--- src/dpcs_pkg.sv ---
// Constants for the deserializer pin control and status block.
// Assumes a single clock domain and a plain strobe-based register port.
package dpcs_pkg;

  // ----------------------------------------------------------------
  // Register bus geometry
  // ----------------------------------------------------------------
  localparam int DPCS_ADDR_W = 8;
  localparam int DPCS_DATA_W = 32;

  // ----------------------------------------------------------------
  // Register offsets
  // ----------------------------------------------------------------
  localparam logic [7:0] DPCS_ADDR_STATUS     = 8'h00;
  localparam logic [7:0] DPCS_ADDR_INT_STATUS = 8'h04;
  localparam logic [7:0] DPCS_ADDR_INT_MASK   = 8'h08;
  localparam logic [7:0] DPCS_ADDR_ERR_COUNT  = 8'h0c;
  localparam logic [7:0] DPCS_ADDR_CTRL       = 8'h10;

  // ----------------------------------------------------------------
  // Status register fields
  // ----------------------------------------------------------------
  localparam int DPCS_STAT_LOCK      = 0;
  localparam int DPCS_STAT_PASS      = 1;
  localparam int DPCS_STAT_SELF_TEST = 2;
  localparam int DPCS_STAT_ENABLED   = 3;
  localparam int DPCS_STAT_ERR_SEEN  = 4;

  // ----------------------------------------------------------------
  // Interrupt event fields
  // ----------------------------------------------------------------
  localparam int DPCS_EV_W           = 4;
  localparam int DPCS_EV_LOCK_UP     = 0;
  localparam int DPCS_EV_LOCK_DOWN   = 1;
  localparam int DPCS_EV_PAYLOAD_ERR = 2;
  localparam int DPCS_EV_ENABLE      = 3;

  // ----------------------------------------------------------------
  // Control fields and reset values
  // ----------------------------------------------------------------
  localparam int                   DPCS_CTRL_CLEAR_ERR = 0;
  localparam logic [DPCS_EV_W-1:0] DPCS_MASK_RST       = 4'h0;
  localparam logic [DPCS_EV_W-1:0] DPCS_INT_RST        = 4'h0;
  localparam logic [7:0]           DPCS_CNT_RST        = 8'h00;
  localparam logic [7:0]           DPCS_CNT_MAX        = 8'hff;
  localparam logic [7:0]           DPCS_CNT_ONE        = 8'h01;
  localparam logic [31:0]          DPCS_RD_ZERO        = 32'h0000_0000;

  // ----------------------------------------------------------------
  // Operating states
  // ----------------------------------------------------------------
  typedef enum logic [2:0] {
    DPCS_ST_DOWN      = 3'b001,
    DPCS_ST_NORMAL    = 3'b010,
    DPCS_ST_SELF_TEST = 3'b100
  } dpcs_state_e;

endpackage

--- src/dpcs_top.sv ---
// Power-down, self-test mode and lock/pass status logic of the deserializer.
// Assumes all inputs are synchronous to clk_in and the host drives the
// power-down pin low until the supplies are good.

module dpcs_top
  import dpcs_pkg::*;
(
  // Clock and reset
  input  wire logic                   clk_in,
  input  wire logic                   rstn_in,
  // Pins
  input  wire logic                   powerdown_bar_in,
  input  wire logic                   self_test_enable_strap,
  // Receiver status
  input  wire logic                   rx_locked_in,
  input  wire logic                   rx_port_active_in,
  input  wire logic                   pass_cond_in,
  input  wire logic                   payload_error_in,
  // Register port
  input  wire logic [DPCS_ADDR_W-1:0] addr_in,
  input  wire logic [DPCS_DATA_W-1:0] wr_data_in,
  input  wire logic                   wr_in,
  input  wire logic                   rd_in,
  output logic      [DPCS_DATA_W-1:0] rd_data_out,
  // Status outputs
  output logic                        lock_out,
  output logic                        pass_out,
  output logic                        self_test_mode,
  output logic                        irq_out
);

  // ----------------------------------------------------------------
  // Decode
  // ----------------------------------------------------------------
  function automatic logic dpcs_hit(input logic [DPCS_ADDR_W-1:0] a,
                                    input logic [7:0]             off);
    dpcs_hit = (a == off);
  endfunction

  // ----------------------------------------------------------------
  // Mode and status state
  // ----------------------------------------------------------------
  dpcs_state_e state;
  dpcs_state_e next_state;
  logic        err_seen;
  logic        next_err_seen;
  logic        next_lock_out;
  logic        next_pass_out;
  logic        next_self_test_mode;
  logic        clear_err;

  assign clear_err = wr_in && dpcs_hit(addr_in, DPCS_ADDR_CTRL)
                     && wr_data_in[DPCS_CTRL_CLEAR_ERR];

  always_comb begin
    next_state = state;
    if (!powerdown_bar_in) begin
      next_state = DPCS_ST_DOWN;
    end else begin
      case (state)
        DPCS_ST_DOWN: begin
          next_state = self_test_enable_strap ? DPCS_ST_SELF_TEST : DPCS_ST_NORMAL;
        end
        DPCS_ST_NORMAL: begin
          if (self_test_enable_strap) begin
            next_state = DPCS_ST_SELF_TEST;
          end
        end
        DPCS_ST_SELF_TEST: begin
          if (!self_test_enable_strap) begin
            next_state = DPCS_ST_NORMAL;
          end
        end
        default: begin
          next_state = DPCS_ST_DOWN;
        end
      endcase
    end

    next_err_seen = err_seen;
    if (!powerdown_bar_in || state != DPCS_ST_SELF_TEST || clear_err) begin
      next_err_seen = 1'b0;
    end
    if (powerdown_bar_in && state == DPCS_ST_SELF_TEST && payload_error_in) begin
      next_err_seen = 1'b1;
    end

    next_lock_out = powerdown_bar_in && state != DPCS_ST_DOWN
                    && rx_locked_in && rx_port_active_in;

    next_pass_out = 1'b0;
    if (powerdown_bar_in && state == DPCS_ST_NORMAL) begin
      next_pass_out = pass_cond_in;
    end else if (powerdown_bar_in && state == DPCS_ST_SELF_TEST) begin
      if (next_state == DPCS_ST_SELF_TEST) begin
        next_pass_out = !next_err_seen;
      end else begin
        next_pass_out = pass_cond_in;
      end
    end

    next_self_test_mode = (next_state == DPCS_ST_SELF_TEST);
  end

  always_ff @(posedge clk_in or negedge rstn_in) begin
    if (!rstn_in) begin
      state          <= DPCS_ST_DOWN;
      err_seen       <= 1'b0;
      lock_out       <= 1'b0;
      pass_out       <= 1'b0;
      self_test_mode <= 1'b0;
    end else begin
      state          <= next_state;
      err_seen       <= next_err_seen;
      lock_out       <= next_lock_out;
      pass_out       <= next_pass_out;
      self_test_mode <= next_self_test_mode;
    end
  end

  // ----------------------------------------------------------------
  // Registers and interrupt
  // ----------------------------------------------------------------
  logic [DPCS_EV_W-1:0]   int_status;
  logic [DPCS_EV_W-1:0]   next_int_status;
  logic [DPCS_EV_W-1:0]   int_mask;
  logic [DPCS_EV_W-1:0]   next_int_mask;
  logic [7:0]             err_count;
  logic [7:0]             next_err_count;
  logic [DPCS_DATA_W-1:0] next_rd_data_out;
  logic                   next_irq_out;
  logic [DPCS_EV_W-1:0]   events;

  always_comb begin
    events = DPCS_INT_RST;
    events[DPCS_EV_LOCK_UP]     = next_lock_out && !lock_out;
    events[DPCS_EV_LOCK_DOWN]   = !next_lock_out && lock_out;
    events[DPCS_EV_PAYLOAD_ERR] = powerdown_bar_in && state == DPCS_ST_SELF_TEST
                                  && payload_error_in;
    events[DPCS_EV_ENABLE]      = powerdown_bar_in && state == DPCS_ST_DOWN;

    next_int_mask   = int_mask;
    next_int_status = int_status;
    next_err_count  = err_count;
    if (wr_in && dpcs_hit(addr_in, DPCS_ADDR_INT_MASK)) begin
      next_int_mask = wr_data_in[DPCS_EV_W-1:0];
    end
    if (wr_in && dpcs_hit(addr_in, DPCS_ADDR_INT_STATUS)) begin
      next_int_status = int_status & ~wr_data_in[DPCS_EV_W-1:0];
    end
    next_int_status = next_int_status | events;
    if (clear_err) begin
      next_err_count = DPCS_CNT_RST;
    end
    if (events[DPCS_EV_PAYLOAD_ERR] && next_err_count != DPCS_CNT_MAX) begin
      next_err_count = next_err_count + DPCS_CNT_ONE;
    end
    if (!powerdown_bar_in) begin
      next_int_mask   = DPCS_MASK_RST;
      next_int_status = DPCS_INT_RST;
      next_err_count  = DPCS_CNT_RST;
    end

    next_rd_data_out = DPCS_RD_ZERO;
    if (rd_in) begin
      if (dpcs_hit(addr_in, DPCS_ADDR_STATUS)) begin
        next_rd_data_out[DPCS_STAT_LOCK]      = lock_out;
        next_rd_data_out[DPCS_STAT_PASS]      = pass_out;
        next_rd_data_out[DPCS_STAT_SELF_TEST] = self_test_mode;
        next_rd_data_out[DPCS_STAT_ENABLED]   = (state != DPCS_ST_DOWN);
        next_rd_data_out[DPCS_STAT_ERR_SEEN]  = err_seen;
      end else if (dpcs_hit(addr_in, DPCS_ADDR_INT_STATUS)) begin
        next_rd_data_out[DPCS_EV_W-1:0] = int_status;
      end else if (dpcs_hit(addr_in, DPCS_ADDR_INT_MASK)) begin
        next_rd_data_out[DPCS_EV_W-1:0] = int_mask;
      end else if (dpcs_hit(addr_in, DPCS_ADDR_ERR_COUNT)) begin
        next_rd_data_out[7:0] = err_count;
      end
    end

    next_irq_out = |(next_int_status & next_int_mask);
  end

  always_ff @(posedge clk_in or negedge rstn_in) begin
    if (!rstn_in) begin
      int_status  <= DPCS_INT_RST;
      int_mask    <= DPCS_MASK_RST;
      err_count   <= DPCS_CNT_RST;
      rd_data_out <= DPCS_RD_ZERO;
      irq_out     <= 1'b0;
    end else begin
      int_status  <= next_int_status;
      int_mask    <= next_int_mask;
      err_count   <= next_err_count;
      rd_data_out <= next_rd_data_out;
      irq_out     <= next_irq_out;
    end
  end
endmodule

--- config.mk ---
export PLATFORM = sky130hd
export DESIGN_NAME = dpcs_top
export DESIGN_NICKNAME = d
export VERILOG_FILES = /design/src/dpcs_pkg.sv /design/src/dpcs_top.sv
export SDC_FILE = /design/constraint.sdc
export NUM_CORES = 1
export LEC_CHECK = 0
export ABC_AREA = 1
export BUFFER_PORTS_ARGS = -buffer_cell sky130_fd_sc_hd__buf_2
export CORE_ASPECT_RATIO = 1.2
export CORE_UTILIZATION = 40
export CTS_BUF_LIST = sky130_fd_sc_hd__clkbuf_16
export CTS_CLUSTER_DIAMETER = 80
export DETAILED_ROUTE_END_ITERATION = 10
export GPL_ROUTABILITY_DRIVEN = 0
export PLACE_DENSITY = 0.73
export RECOVER_POWER = 50
export SYNTH_ARGS = -nofsm -noshare
export SYNTH_HDL_FRONTEND = slang
export SYNTH_SLANG_ARGS = --single-unit
--- constraint.sdc ---
create_clock -name clk_in -period 2 [get_ports clk_in]
set_input_delay 0.3 -clock clk_in [delete_from_list [all_inputs] [get_ports clk_in]]
set_output_delay 0.3 -clock clk_in [all_outputs]
set_load 0.01 [all_outputs]
# Yosys cells after proc, flatten, opt, wreduce, memory -nomap -nowiden
# Index checks and enable logic that the tools add are counted.
# classes
addsub	1
mul	0
n_div	0
n_lt_le_gt_ge	0
n_eq_ne	11
shifts	0
mux	25
bitwise_logic	4
n_reduce_logical	22
# ops
cell	count
$mux 8	5
$mux 4	8
$eq 8x4->1 const B	2
$mux 3	5
$logic_and 1x1->1	14
$pmux 3 s3	1
$add 8x1->8 const B	1
$and 4x4->4	2
$eq 8x3->1 const B	1
$eq 8x5->1 const B	1
$logic_not 8->1	1
$ne 8x8->1 const B	1
$eq 3x3->1 const B	2
$mux 1	5
$mux 5	1
$logic_not 1->1	4
$not 4->4	1
$or 4x4->4	1
$reduce_or 4->1	1
$eq 3x1->1 const B	1
$eq 3x2->1 const B	1
$ne 3x1->1 const B	1
$ne 3x3->1 const B	1
$logic_or 1x1->1	2
# totals
register_bits	32
latch_bits	0
ram_bits	0
rom_bits	0
memories	0

# Logic depth before layout (Yosys ltp)
# Gate-level depths: netlist (run 1).
# logic_depth
depth_word	10
depth_mapped	15
depth_no_buf	14

# Least setup slack after synthesis (run 1)
# OpenSTA, ideal clock, no wires.
# synth_timing
path_kind	input to register
from	in wr_in
to	reg err_count[0]
setup_ns	0.117
t_arrival_ns	1.626
required_ns	1.883
slack_ns	0.258
cell_stages	15
path_buffers	2
path_cell_list	buf_6 > nand2_2 > nor2_4 > nand3_4 > buf_6 > nand2_1 > inv_1 > ha_1 > nand3_1 > nor2_2 > nand2_4 > nand2_4 > nand2_1 > nand2_1 > nor2_1
# synth_between
elab_chain_len	7
elab_cells_between_ends	8
classes_between	1 x add/sub; 1 x eq/ne; 3 x mux; 3 x reduce/logical
# synth_rtl
element	line_no	source
start, declared	dpcs_top.sv:22	input wire logic wr_in,
$logic_and 1x1->1 *	dpcs_top.sv:52	assign clear_err = wr_in && dpcs_hit(addr_in, DPCS_ADDR_CTRL)
$logic_and 1x1->1 *	dpcs_top.sv:53	&& wr_data_in[DPCS_CTRL_CLEAR_ERR];
$mux 8 *	dpcs_top.sv:152	if (clear_err) begin
parallel branches: the longest is 2 deep, another holds $add 8x1->8	-	
$mux 8 *	dpcs_top.sv:155	if (events[DPCS_EV_PAYLOAD_ERR] && next_err_count != DPCS_CNT_MAX) begin
$mux 8 *	dpcs_top.sv:158	if (!powerdown_bar_in) begin
net next_err_count[0]	dpcs_top.sv:129	logic [7:0] next_err_count;
end signal, assigned	dpcs_top.sv:194	err_count <= next_err_count;
end, declared	dpcs_top.sv:128	logic [7:0] err_count;
# Mark *: on every way through the listed nets, which the timed path passes.

# Worst setup path in the final report (run 1)
# layout_timing
from	in addr_in[2]
to	reg err_count[6]
# layout_between
elab_chain_len	8
elab_cells_between_ends	9
classes_between	1 x add/sub; 2 x eq/ne; 3 x mux; 3 x reduce/logical
# layout_rtl
element	line_no	source
start, declared	dpcs_top.sv:20	input wire logic [DPCS_ADDR_W-1:0] addr_in,
$eq 8x5->1 *	dpcs_top.sv:37	dpcs_hit = (a == off);
$logic_and 1x1->1 *	dpcs_top.sv:52	
$logic_and 1x1->1 *	dpcs_top.sv:53	
$mux 8 *	dpcs_top.sv:152	
parallel branches: the longest is 2 deep, another holds $add 8x1->8	-	
$mux 8 *	dpcs_top.sv:155	
$mux 8 *	dpcs_top.sv:158	
net next_err_count[6]	dpcs_top.sv:129	
# Marked as above.

==> reports/metrics.cfg, run 1 <==
[finish]
final_cells=354
layout.nets=346
final_util_pct=48.04
fin_area_um2=2256
num_antenna_cells=0
area.growth.synth_to_final_pct=12.27
drive_above_1_share_pct=21.62

[sta]
min_period_ps=1624
setup_viol=0
hold_viol_final=0
fin_crit_sh_pct=81.20
worstMarginPinSlew_ps=1717
max_slew_margin_pct=-14.49
clock_skew_ps=3.019
hold_ws_ps=190.2
setup_ws_ps=375.9
finalMaxSlewViolations=33
rsz0062_at_grt=no
fin_tns_setup_ps=0
max_freq_mhz=615.7

[grt]
grt_usage_pct=17.09
antenna_found_initial=0
grt_pass1_vias=1586
grt_max_degree=33
grt-ovfl-total=0
grt_pass1_wl_um=6872

[synth]
synth_edf_count=0
syn_area_um2=2009
syn_avg_cell_area_um2=7.819
synthDistinctLibCells=35
synthCells=257
synthArstFlopShare_pct=100.0
yosysSeqAreaShare_pct=39.91
ys_ff_latch=32
yosysWarnings=0
ys.flop_type=dfrtp_1

[setup_path]
crit_start=addr_in[2]
critPathArrivalTime_ps=1790
startpoint_type=input port
r2r_start=state[0]$_DFF_PN1_
crit_path_end_kind=flip-flop
critPathKind=in -> reg
cp_max_fo=10
crit_required_ps=2160

[place]
place_inst=346
dpl_cell_area_um2=2132
dp_slack_ps=115.5
dp_hpwl_um=3084
io_buffers=33

[floorplanning]
die_area_um2=5312
die-width_um=66.70
fp.coreArea_um2=4696
die_h_um=79.64
initial_core_util_pct=42.79
row_count=27
pin_count=86

[drt]
ant_nets=0
drc=0
routedWlPerCell_um=11.53
routed_wl_um=4081
firstDrtPassIters=5
drt_iter0_markers=118
via_per_inst=4.760
vias=1685

[clock_tree]
root_buffer=clkbuf_16
clk_latency_ps=270
cts_buffers=5
clock_path_buffers=2
clkTransAtPathRegs_ps=50
htree_levels=2
clkSinkCount=32
cts_resized=0
post_cts_buffers=0
hold_buffers=0
cts_tree=built

[power]
p_per_area_nw_per_um2=743.5
ir_drop_mv=0.3396
power_mw=1.677
p_leak_nw=1.215

[min_path]
hp-class=in -> reg
hold_path.startpoint=self_test_enable_strap

[flow_run]
drv_cap=1

[run_status]
status=finished, violations left
violations=capacitance limit, slew limit

[cells in the mapped netlist (4+ instances only)]
cell type | number | area (um^2)
inv_1 | 25 | 93.84
nand3_1 | 17 | 85.08
inv_2 | 4 | 15.01
nor2_1 | 28 | 105.1
nand2_1 | 60 | 225.2
nand4_1 | 4 | 25.02
a21oi_1 | 17 | 85.08
o21ai_0 | 5 | 25.02
buf_4 | 24 | 180.2
nand2_2 | 6 | 37.54
dfrtp_1 | 31 | 775.7
nor2_2 | 5 | 31.28
nor2_4 | 4 | 45.04
[layout make-up]
type / count / area, um^2
tap: 58 / 72.57
multi-input combinational: 192 / 962.2
sequential: 32 / 802.0
clock inverter: 3 / 12.51
clock buffer: 5 / 125.1
fill: 475 / 2440
timing repair buffer: 35 / 172.7
inverter: 29 / 108.9
[critical path, cell delays in order]
cell,delay [ps]
buf_2,120
inv_2,100
nand2_2,60
nor2_2,140
nand3_4,120
nand2_1,110
inv_1,50
ha_1,230
nand3_1,120
nor2_2,60
nand2_4,100
nand2_4,100
nor2_1,110
nor2_1,50
[cells in the final DEF (no fill, tap or decap), types with 2 or more instances in the layout]
| cell type | count |
|---|---|
| nand3_1 | 17 |
| nor2_1 | 28 |
| nand4_1 | 5 |
| buf_4 | 2 |
| dfrtp_1 | 31 |
| nand3b_1 | 2 |
| nor2_2 | 5 |
| nand2_2 | 6 |
| clkbuf_1 | 6 |
| a21oi_1 | 17 |
| o21bai_1 | 2 |
| inv_1 | 27 |
| nand3_2 | 2 |
| nand2_1 | 60 |
| clkbuf_16 | 5 |
| nand2_4 | 2 |
| nor2_4 | 4 |
| inv_2 | 4 |
| o21ai_0 | 5 |
| conb_1 | 24 |
| buf_2 | 27 |
[state kept, by name (all words and copies together) (netlist names)]
register / flops
lock_out: 1
irq_out: 1
pass_out: 1
state: 3
int_status: 4
self_test_mode: 1
err_count: 8
err_seen: 1
int_mask: 4
rd_data_out: 8
[final timing paths]
check | to | depth (start not counted) | slack [ps]
hold reg to reg | err_seen$_DFF_PN0_ | 2 | 550
setup / recovery | err_count[6]$_DFF_PN0_ | 14 | 380
min in group asynchronous | rd_data_out[3]$_DFF_PN0_ | 1 | 480
hold / removal | state[1]$_DFF_PN0_ | 2 | 190
setup reg to reg | pass_out$_DFF_PN0_ | 8 | 450
max in group asynchronous | rd_data_out[5]$_DFF_PN0_ | 1 | 530
[where the power goes]
part / internal (mW) / switching [mW] / total, mW
registers: 0.695 / 0.0289 / 0.724
logic: 0.0767 / 0.166 / 0.243
clock network: 0.449 / 0.261 / 0.710
[routing by layer]
layer / part of all wire (%) / track usage [%]
met1: 41 / 20.25
met4: 2.2 / 7.234
met3: 5.4 / 3.286
met2: 51 / 29.49
met5: 0 / 0
[logic make-up (layout without fill, tap and decap cells)]
group                    count (synthesis)  count (layout)  synth area share (%)
AO/OA/AOI/OAI                           30              30                 8.717
buffers and inverters                   56              72                 16.19
other                                    1              24                0.1866
XOR/XNOR                                 1               1                0.4359
AND/OR/NAND/NOR                        136             136                 33.94
flip-flops                              32              32                 39.91
adder cells (fa/ha/maj)                  1               1                0.6226
Power figures use the tool's default switching activity.
==> inputs of run 2 (changes only) <==
==> constraint.sdc (replaced) <==
create_clock -name clk_in -period 1.5 [get_ports clk_in]
set_input_delay 0.225 -clock clk_in [delete_from_list [all_inputs] [get_ports clk_in]]
set_output_delay 0.225 -clock clk_in [all_outputs]
set_load 0.01 [all_outputs]
==> run 2 against run 1 <==
- the flow finishes with violations (setup timing)
- critical path type is now reg -> reg
- combinational power is 99% higher
- wire length up 9.8%
- cell area rose by 17%
- critical path depth is 5 lower
- register-to-register slack got worse by 470 ps
- die area stayed put
- sequential cell count is the same
- non-clock buffer count up 31
- clock skew up 2.4 ps
- worst hold slack gained 5.2 ps
- via count increased by 6.6%
- largest power group is now the clock network
- global-route usage rose by 1.4 points
- largest cell class unchanged
==> reports/metrics.cfg, run 2 (synthesis results as in run 1) <==
[setup_path]
startpoint_type=flip-flop
cp_max_fo=4  ; -6
reg2reg_slack_ps=-20  ; -470 ps
r2r_cells=9  ; +1
r2r_start=state[0]$_DFF_PN1_
crit_required_ps=1670  ; -490 ps
critPathKind=reg -> reg
critPathArrivalTime_ps=1680  ; -110 ps
crit_path_end=pass_out$_DFF_PN0_
rr_endpoint=pass_out$_DFF_PN0_
crit_path_end_kind=flip-flop
crit_start=state[0]$_DFF_PN1_

[clock_tree]
htree_levels=2  ; unchanged
clock_path_buffers=2  ; unchanged
clk_latency_ps=280  ; about the same
clkTransAtPathRegs_ps=50  ; about the same
clkSinkCount=32  ; unchanged
cts_tree=built
cts_buffers=5  ; unchanged
root_buffer=clkbuf_16

[finish]
num_antenna_cells=0  ; unchanged
most-common-layout-cells=nand2_1 (56), buf_4 (31), dfrtp_1 (30), buf_2 (30), nor2_1 (26)
nFillCells=450  ; -5.3%
layout.nets=377  ; +9.0%
area.growth.synth_to_final_pct=31.13
drive_above_1_share_pct=35.17  ; +14 points
biggestRegsByFlops=err_count (8), rd_data_out (8)
final_cells=385  ; +8.8%
fin_area_um2=2635  ; +17%
layout_commonest_cell=nand2_1

[run_status]
status=finished, violations left
violations=setup timing

[sta]
hold_viol_final=0  ; unchanged
max_freq_mhz=659.9
rsz0062_at_grt=yes
clock_skew_ps=5.393  ; +2.373 ps
max_slew_margin_pct=40.41  ; +55 points
setup_ws_ps=-15.37  ; -391.3 ps
worstMarginPinSlew_ps=893.8  ; -823.6 ps
min_period_ps=1515
fin_crit_sh_pct=101.0
setup_viol=1  ; +1
finalMaxSlewViolations=0  ; -100%

[power]
clkPwrFrac_pct=44.1  ; +1.8 points
p_sw_share_pct=26.72  ; -0.51 points
p_sw_mw=0.6966  ; +53%
p_per_area_nw_per_um2=989.4  ; +33%
ir_drop_mv=0.5467  ; +61%
combPwrFrac_pct=18.6  ; +4.1 points
p_int_mw=1.911  ; +57%
seq_power_share_pct=37.4  ; -5.8 points
p_leak_nw=1.392  ; +15%

[floorplanning]
die_h_um=79.64  ; unchanged
pin_count=86  ; unchanged
die_area_um2=5312  ; unchanged
fp.coreArea_um2=4696  ; unchanged
row_count=27  ; unchanged
initial_core_util_pct=42.79  ; unchanged
die-width_um=66.70  ; unchanged

[grt]
grt_pass1_vias=1694  ; +6.8%
antenna_found_initial=0  ; unchanged
grt_util_met3_pct=3.714  ; +0.43 points
gr-max-usage-layer=met2
grt-ovfl-total=0  ; unchanged
grt_max_degree=19  ; -42%
grt_pass1_wl_um=7286  ; +6.0%
met2_usage_pct=32.32  ; +2.8 points
use_met1_pct=21.53  ; +1.3 points
grt_usage_pct=18.52  ; +1.4 points

[drt]
routedWlPerCell_um=11.63  ; +0.92%
ant_nets=0  ; unchanged
routed_wl_um=4479  ; +9.8%
firstDrtPassIters=4  ; -1
via_per_inst=4.668  ; -1.9%
vias=1797  ; +6.6%
drc=0  ; unchanged
drt_iter0_markers=79  ; -33%

[place]
place_inst=371  ; +7.2%
dp_hpwl_um=3345  ; +8.4%
dpl_cell_area_um2=2370  ; +11%
io_buffers=33  ; unchanged

[min_path]
min_path_cells=3  ; +1
hp-class=in -> reg

[flow_run]
drv_cap=0  ; -1

## run 2: changes by cell type in the layout (fill, tap and decap cells not counted), sizes merged
cell,before,now
clkinvlp,0,1
bufinv,0,1
inv,31,29
buf,29,62
dlygate4sd3,0,1
clkbuf,11,8
## run 2: power groups by stage
| stage | clock (mW) | combinational [mW] | sequential (mW) |
|---|---|---|---|
| detailed placement | 0 | 0.394 | 0.981 |
| CTS | 1.17 | 0.403 | 0.966 |
| global route | 1.19 | 0.536 | 0.982 |
| global placement | 0 | 0.384 | 0.979 |
| floorplan | 0 | 0.268 | 0.977 |
| finish | 1.15 | 0.484 | 0.974 |
## run 2: per-stage QoR
stage                     setup TNS [ps]  setup WS, ps  utilization, %  total power [mW]  hold WS (ps)
after floorplan                   -429.4        -72.76               -             1.245        -70.59
after global placement            -734.8        -116.2           50.47             1.363         158.5
after detailed placement           -1002        -138.7           50.47             1.375         162.7
after CTS                              0         3.185           54.30             2.538         111.5
after global routing              -226.7        -70.34           56.12             2.710         216.8
final                             -15.37        -15.37           56.12             2.607         195.4
## run 2: worst max-delay path, stage by stage, from the launching register on
cell,delay [ps]
dfstp_2,520
inv_2,50
nand3b_1,120
nand2_2,100
o21ai_4,250
nor2_4,70
nor2_4,130
nand2_1,70
nand3_2,60
a21oi_2,30
## run 2: layout make-up
cell class              count  area (um^2)  share of cell area, %
clock buffers               5        125.1                  4.748
multi-input cells         192         1059                  40.17
repair buffers             66        424.2                  16.10
inverters                  29        108.9                  4.131
flip-flops and latches     32        803.3                  30.48
well taps                  58        72.57                  2.754
clock inverters             3        42.54                  1.614
## run 2: repair_timing
| action | 4_1_cts | 5_1_grt |
|---|---|---|
| hold buffers | 1 | 0 |
| pin swaps | 0 | 6 |
| hold endpoints to repair | 13 | 0 |
| setup buffers | 0 | 5 |
| endpoints found under the setup margin | 1 | 10 |
| resized for setup | 1 | 13 |
## run 2: worst min path at each step
stage / from / end / slack (ps)
after floorplan: rstn_in / err_count[0]$_DFF_PN0_ / -70
after global placement: rstn_in / state[1]$_DFF_PN0_ / 160
after detailed placement: rstn_in / state[2]$_DFF_PN0_ / 160
after CTS: self_test_enable_strap / state[1]$_DFF_PN0_ / 110
after global routing: pass_cond_in / pass_out$_DFF_PN0_ / 220
final: pass_cond_in / pass_out$_DFF_PN0_ / 200
## run 2: layer usage
metal,wire (um),up-vias
li1,-,916
met1,1909,814
met2,2268,59
met3,204,8
met4,97,0
met5,0,-
==> inputs of run 3 (changes only) <==
==> constraint.sdc (replaced) <==
create_clock -name clk_in -period 1.7 [get_ports clk_in]
set_input_delay 0.255 -clock clk_in [delete_from_list [all_inputs] [get_ports clk_in]]
set_output_delay 0.255 -clock clk_in [all_outputs]
set_load 0.01 [all_outputs]
==> run 3 against run 2 <==
- the flow now finishes without violations
- cell area shrank 9.0%
- power shrank 17%
- register-to-register slack gained 230 ps
- cell count shrank 4.2%
- worst hold slack lost 150 ps
- first-iteration DRC count grew 33%
- non-clock buffer count shrank 16
- wire length shrank 4.9%
- critical path depth grew 6
- largest cell class unchanged
==> reports/metrics.cfg, run 3 (synthesis results as in run 1) <==
[min_path]
hp-class=in -> async

[sta]
fin_crit_sh_pct=88.96
finalMaxSlewViolations=0  ; unchanged
rsz0062_at_grt=no
setup_ws_ps=187.7  ; +203.1 ps
min_period_ps=1512
worstMarginPinSlew_ps=789.7  ; -104.0 ps
setup_viol=0  ; -1
clock_skew_ps=5.064  ; -0.3290 ps
max_freq_mhz=661.2
hold_viol_final=0  ; unchanged
max_slew_margin_pct=47.35  ; +6.9 points
fin_tns_setup_ps=0  ; +15.37 ps

[grt]
antenna_found_initial=0  ; unchanged
grt_max_degree=33  ; +14
grt_usage_pct=17.85  ; -0.67 points
grt_pass1_vias=1662  ; -1.9%
grt_pass1_wl_um=7086  ; -2.7%
grt-ovfl-total=0  ; unchanged

[setup_path]
critPathArrivalTime_ps=1720  ; +40 ps
slowest_stage=ha_1
crit_required_ps=1910  ; +240 ps
worstPathCellList=buf_2, inv_1, nand2_1, nor2_2, nand3_4, nand2_1, inv_1, ha_1, nand3_1, nor2_2, nand2_4, nand2_4, nand2_1, nand2_1, nor2_1
crit_buf_inv=3  ; +2
cp_max_fo=10  ; +6
critPathKind=in -> reg
cpLargestDelayFamily=simple AND/OR/NAND/NOR gates
crit_path_end_kind=flip-flop
startpoint_type=input port
cp_slowest_stage_delay_ps=220  ; -300 ps
critPathMostFrequentCell=nand2_1

[clock_tree]
htree_levels=2  ; unchanged
cts_buffers=5  ; unchanged
clkSinkCount=32  ; unchanged
clk_latency_ps=280  ; about the same
clock_path_buffers=2  ; unchanged
clkTransAtPathRegs_ps=50  ; about the same
hold_buffers=0  ; -1
post_cts_buffers=0  ; unchanged
root_buffer=clkbuf_16
cts_tree=built

[drt]
vias=1750  ; -2.6%
routed_wl_um=4258  ; -4.9%
drt_iter0_markers=105  ; +33%
ant_nets=0  ; unchanged
via_per_inst=4.743  ; +1.6%
routedWlPerCell_um=11.54  ; -0.81%
drc=0  ; unchanged
firstDrtPassIters=4  ; unchanged

[floorplanning]
initial_core_util_pct=42.79  ; unchanged
pin_count=86  ; unchanged
row_count=27  ; unchanged
die_area_um2=5312  ; unchanged
die-width_um=66.70  ; unchanged
fp.coreArea_um2=4696  ; unchanged
die_h_um=79.64  ; unchanged

[place]
dp_hpwl_um=3216  ; -3.8%
io_buffers=33  ; unchanged
dpl_cell_area_um2=2245  ; -5.3%
dp_slack_ps=-95.29  ; +43.43 ps

[power]
ir_drop_mv=0.5465  ; about the same
power_mw=2.162  ; -17%
p_leak_nw=1.300  ; -6.6%
p_per_area_nw_per_um2=901.5  ; -8.9%

[finish]
num_antenna_cells=0  ; unchanged
most-common-layout-cells=nand2_1 (60), dfrtp_1 (31), nor2_1 (27), buf_2 (27), inv_1 (26)
layout_commonest_cell=nand2_1
biggestRegsByFlops=err_count (8), rd_data_out (8)
fin_area_um2=2399  ; -9.0%
drive_above_1_share_pct=26.37  ; -8.8 points
area.growth.synth_to_final_pct=19.36
layout.nets=361  ; -4.2%

[run_status]
status=completed

[flow_run]
drv_cap=0  ; unchanged

run 3: cell count changes in the layout (fill, tap and decap cells not counted), sizes merged:
cell / previous run / this run
clkbuf: 8 / 11
clkinvlp: 1 / 0
dlygate4sd3: 1 / 0
inv: 29 / 30
buf: 62 / 44
run 3: worst paths after layout:
| path | from | to | slack [ps] | cells after the start |
|---|---|---|---|---|
| min in group clk_in | self_test_enable_strap | state[1]$_DFF_PN0_ | 150 | 2 |
| hold / removal | rstn_in | rd_data_out[3]$_DFF_PN0_ | 50 | 1 |
| hold reg to reg | err_seen$_DFF_PN0_ | err_seen$_DFF_PN0_ | 540 | 2 |
| setup / recovery | addr_in[0] | err_count[6]$_DFF_PN0_ | 190 | 15 |
| setup reg to reg | state[0]$_DFF_PN1_ | irq_out$_DFF_PN0_ | 210 | 9 |
| max in group asynchronous | rstn_in | rd_data_out[5]$_DFF_PN0_ | 1140 | 1 |
run 3: stage by stage:
| stage | hold slack (ps) | util (%) | cells |
|---|---|---|---|
| floorplan | -40.59 | - | 280 |
| global placement | 350.6 | 47.80 | 361 |
| detailed placement | 350.4 | 47.80 | 361 |
| CTS | 53.73 | 51.29 | 369 |
| global route | 122.8 | 51.08 | 369 |
| finish | 50.10 | 51.08 | 369 |
run 3: area by class of cell:
class,instances,area (um^2)
multi-input combinational,192,964.7
clock buffer,5,125.1
fill,475,2297
inverter,29,108.9
timing repair buffer,50,286.5
sequential,32,802.0
tap,58,72.57
clock inverter,3,38.79
run 3: per-layer routing:
layer | global-route usage (%) | vias to the layer above | share of wire (%)
met5 | 0 | - | 0
met4 | 8.298 | 0 | 2.1
met3 | 3.857 | 10 | 6.4
met2 | 31.31 | 64 | 52
met1 | 20.13 | 796 | 39
li1 | - | 880 | -
run 3: where the power goes:
part | internal [mW] | leakage (nW) | switching [mW]
Combinational | 0.107 | 0.777 | 0.201
Clock | 0.682 | 0.0850 | 0.320
Sequential | 0.818 | 0.438 | 0.0345
run 3: what timing repair did:
action | 4_1_cts | 5_1_grt
endpoints found under the hold margin | 0 | 0
endpoints found under the setup margin | 0 | 1
gates resized for setup | 0 | 1
run 3: worst reg2reg max path, stage by stage (launching register included):
cell and delay, ps:
dfstp_2 510, inv_1 60, nor3_2 220, inv_1 120
nand4_1 100, inv_1 80, nand2_1 80, nand2_1 60
nand2_1 60, nand4_1 80
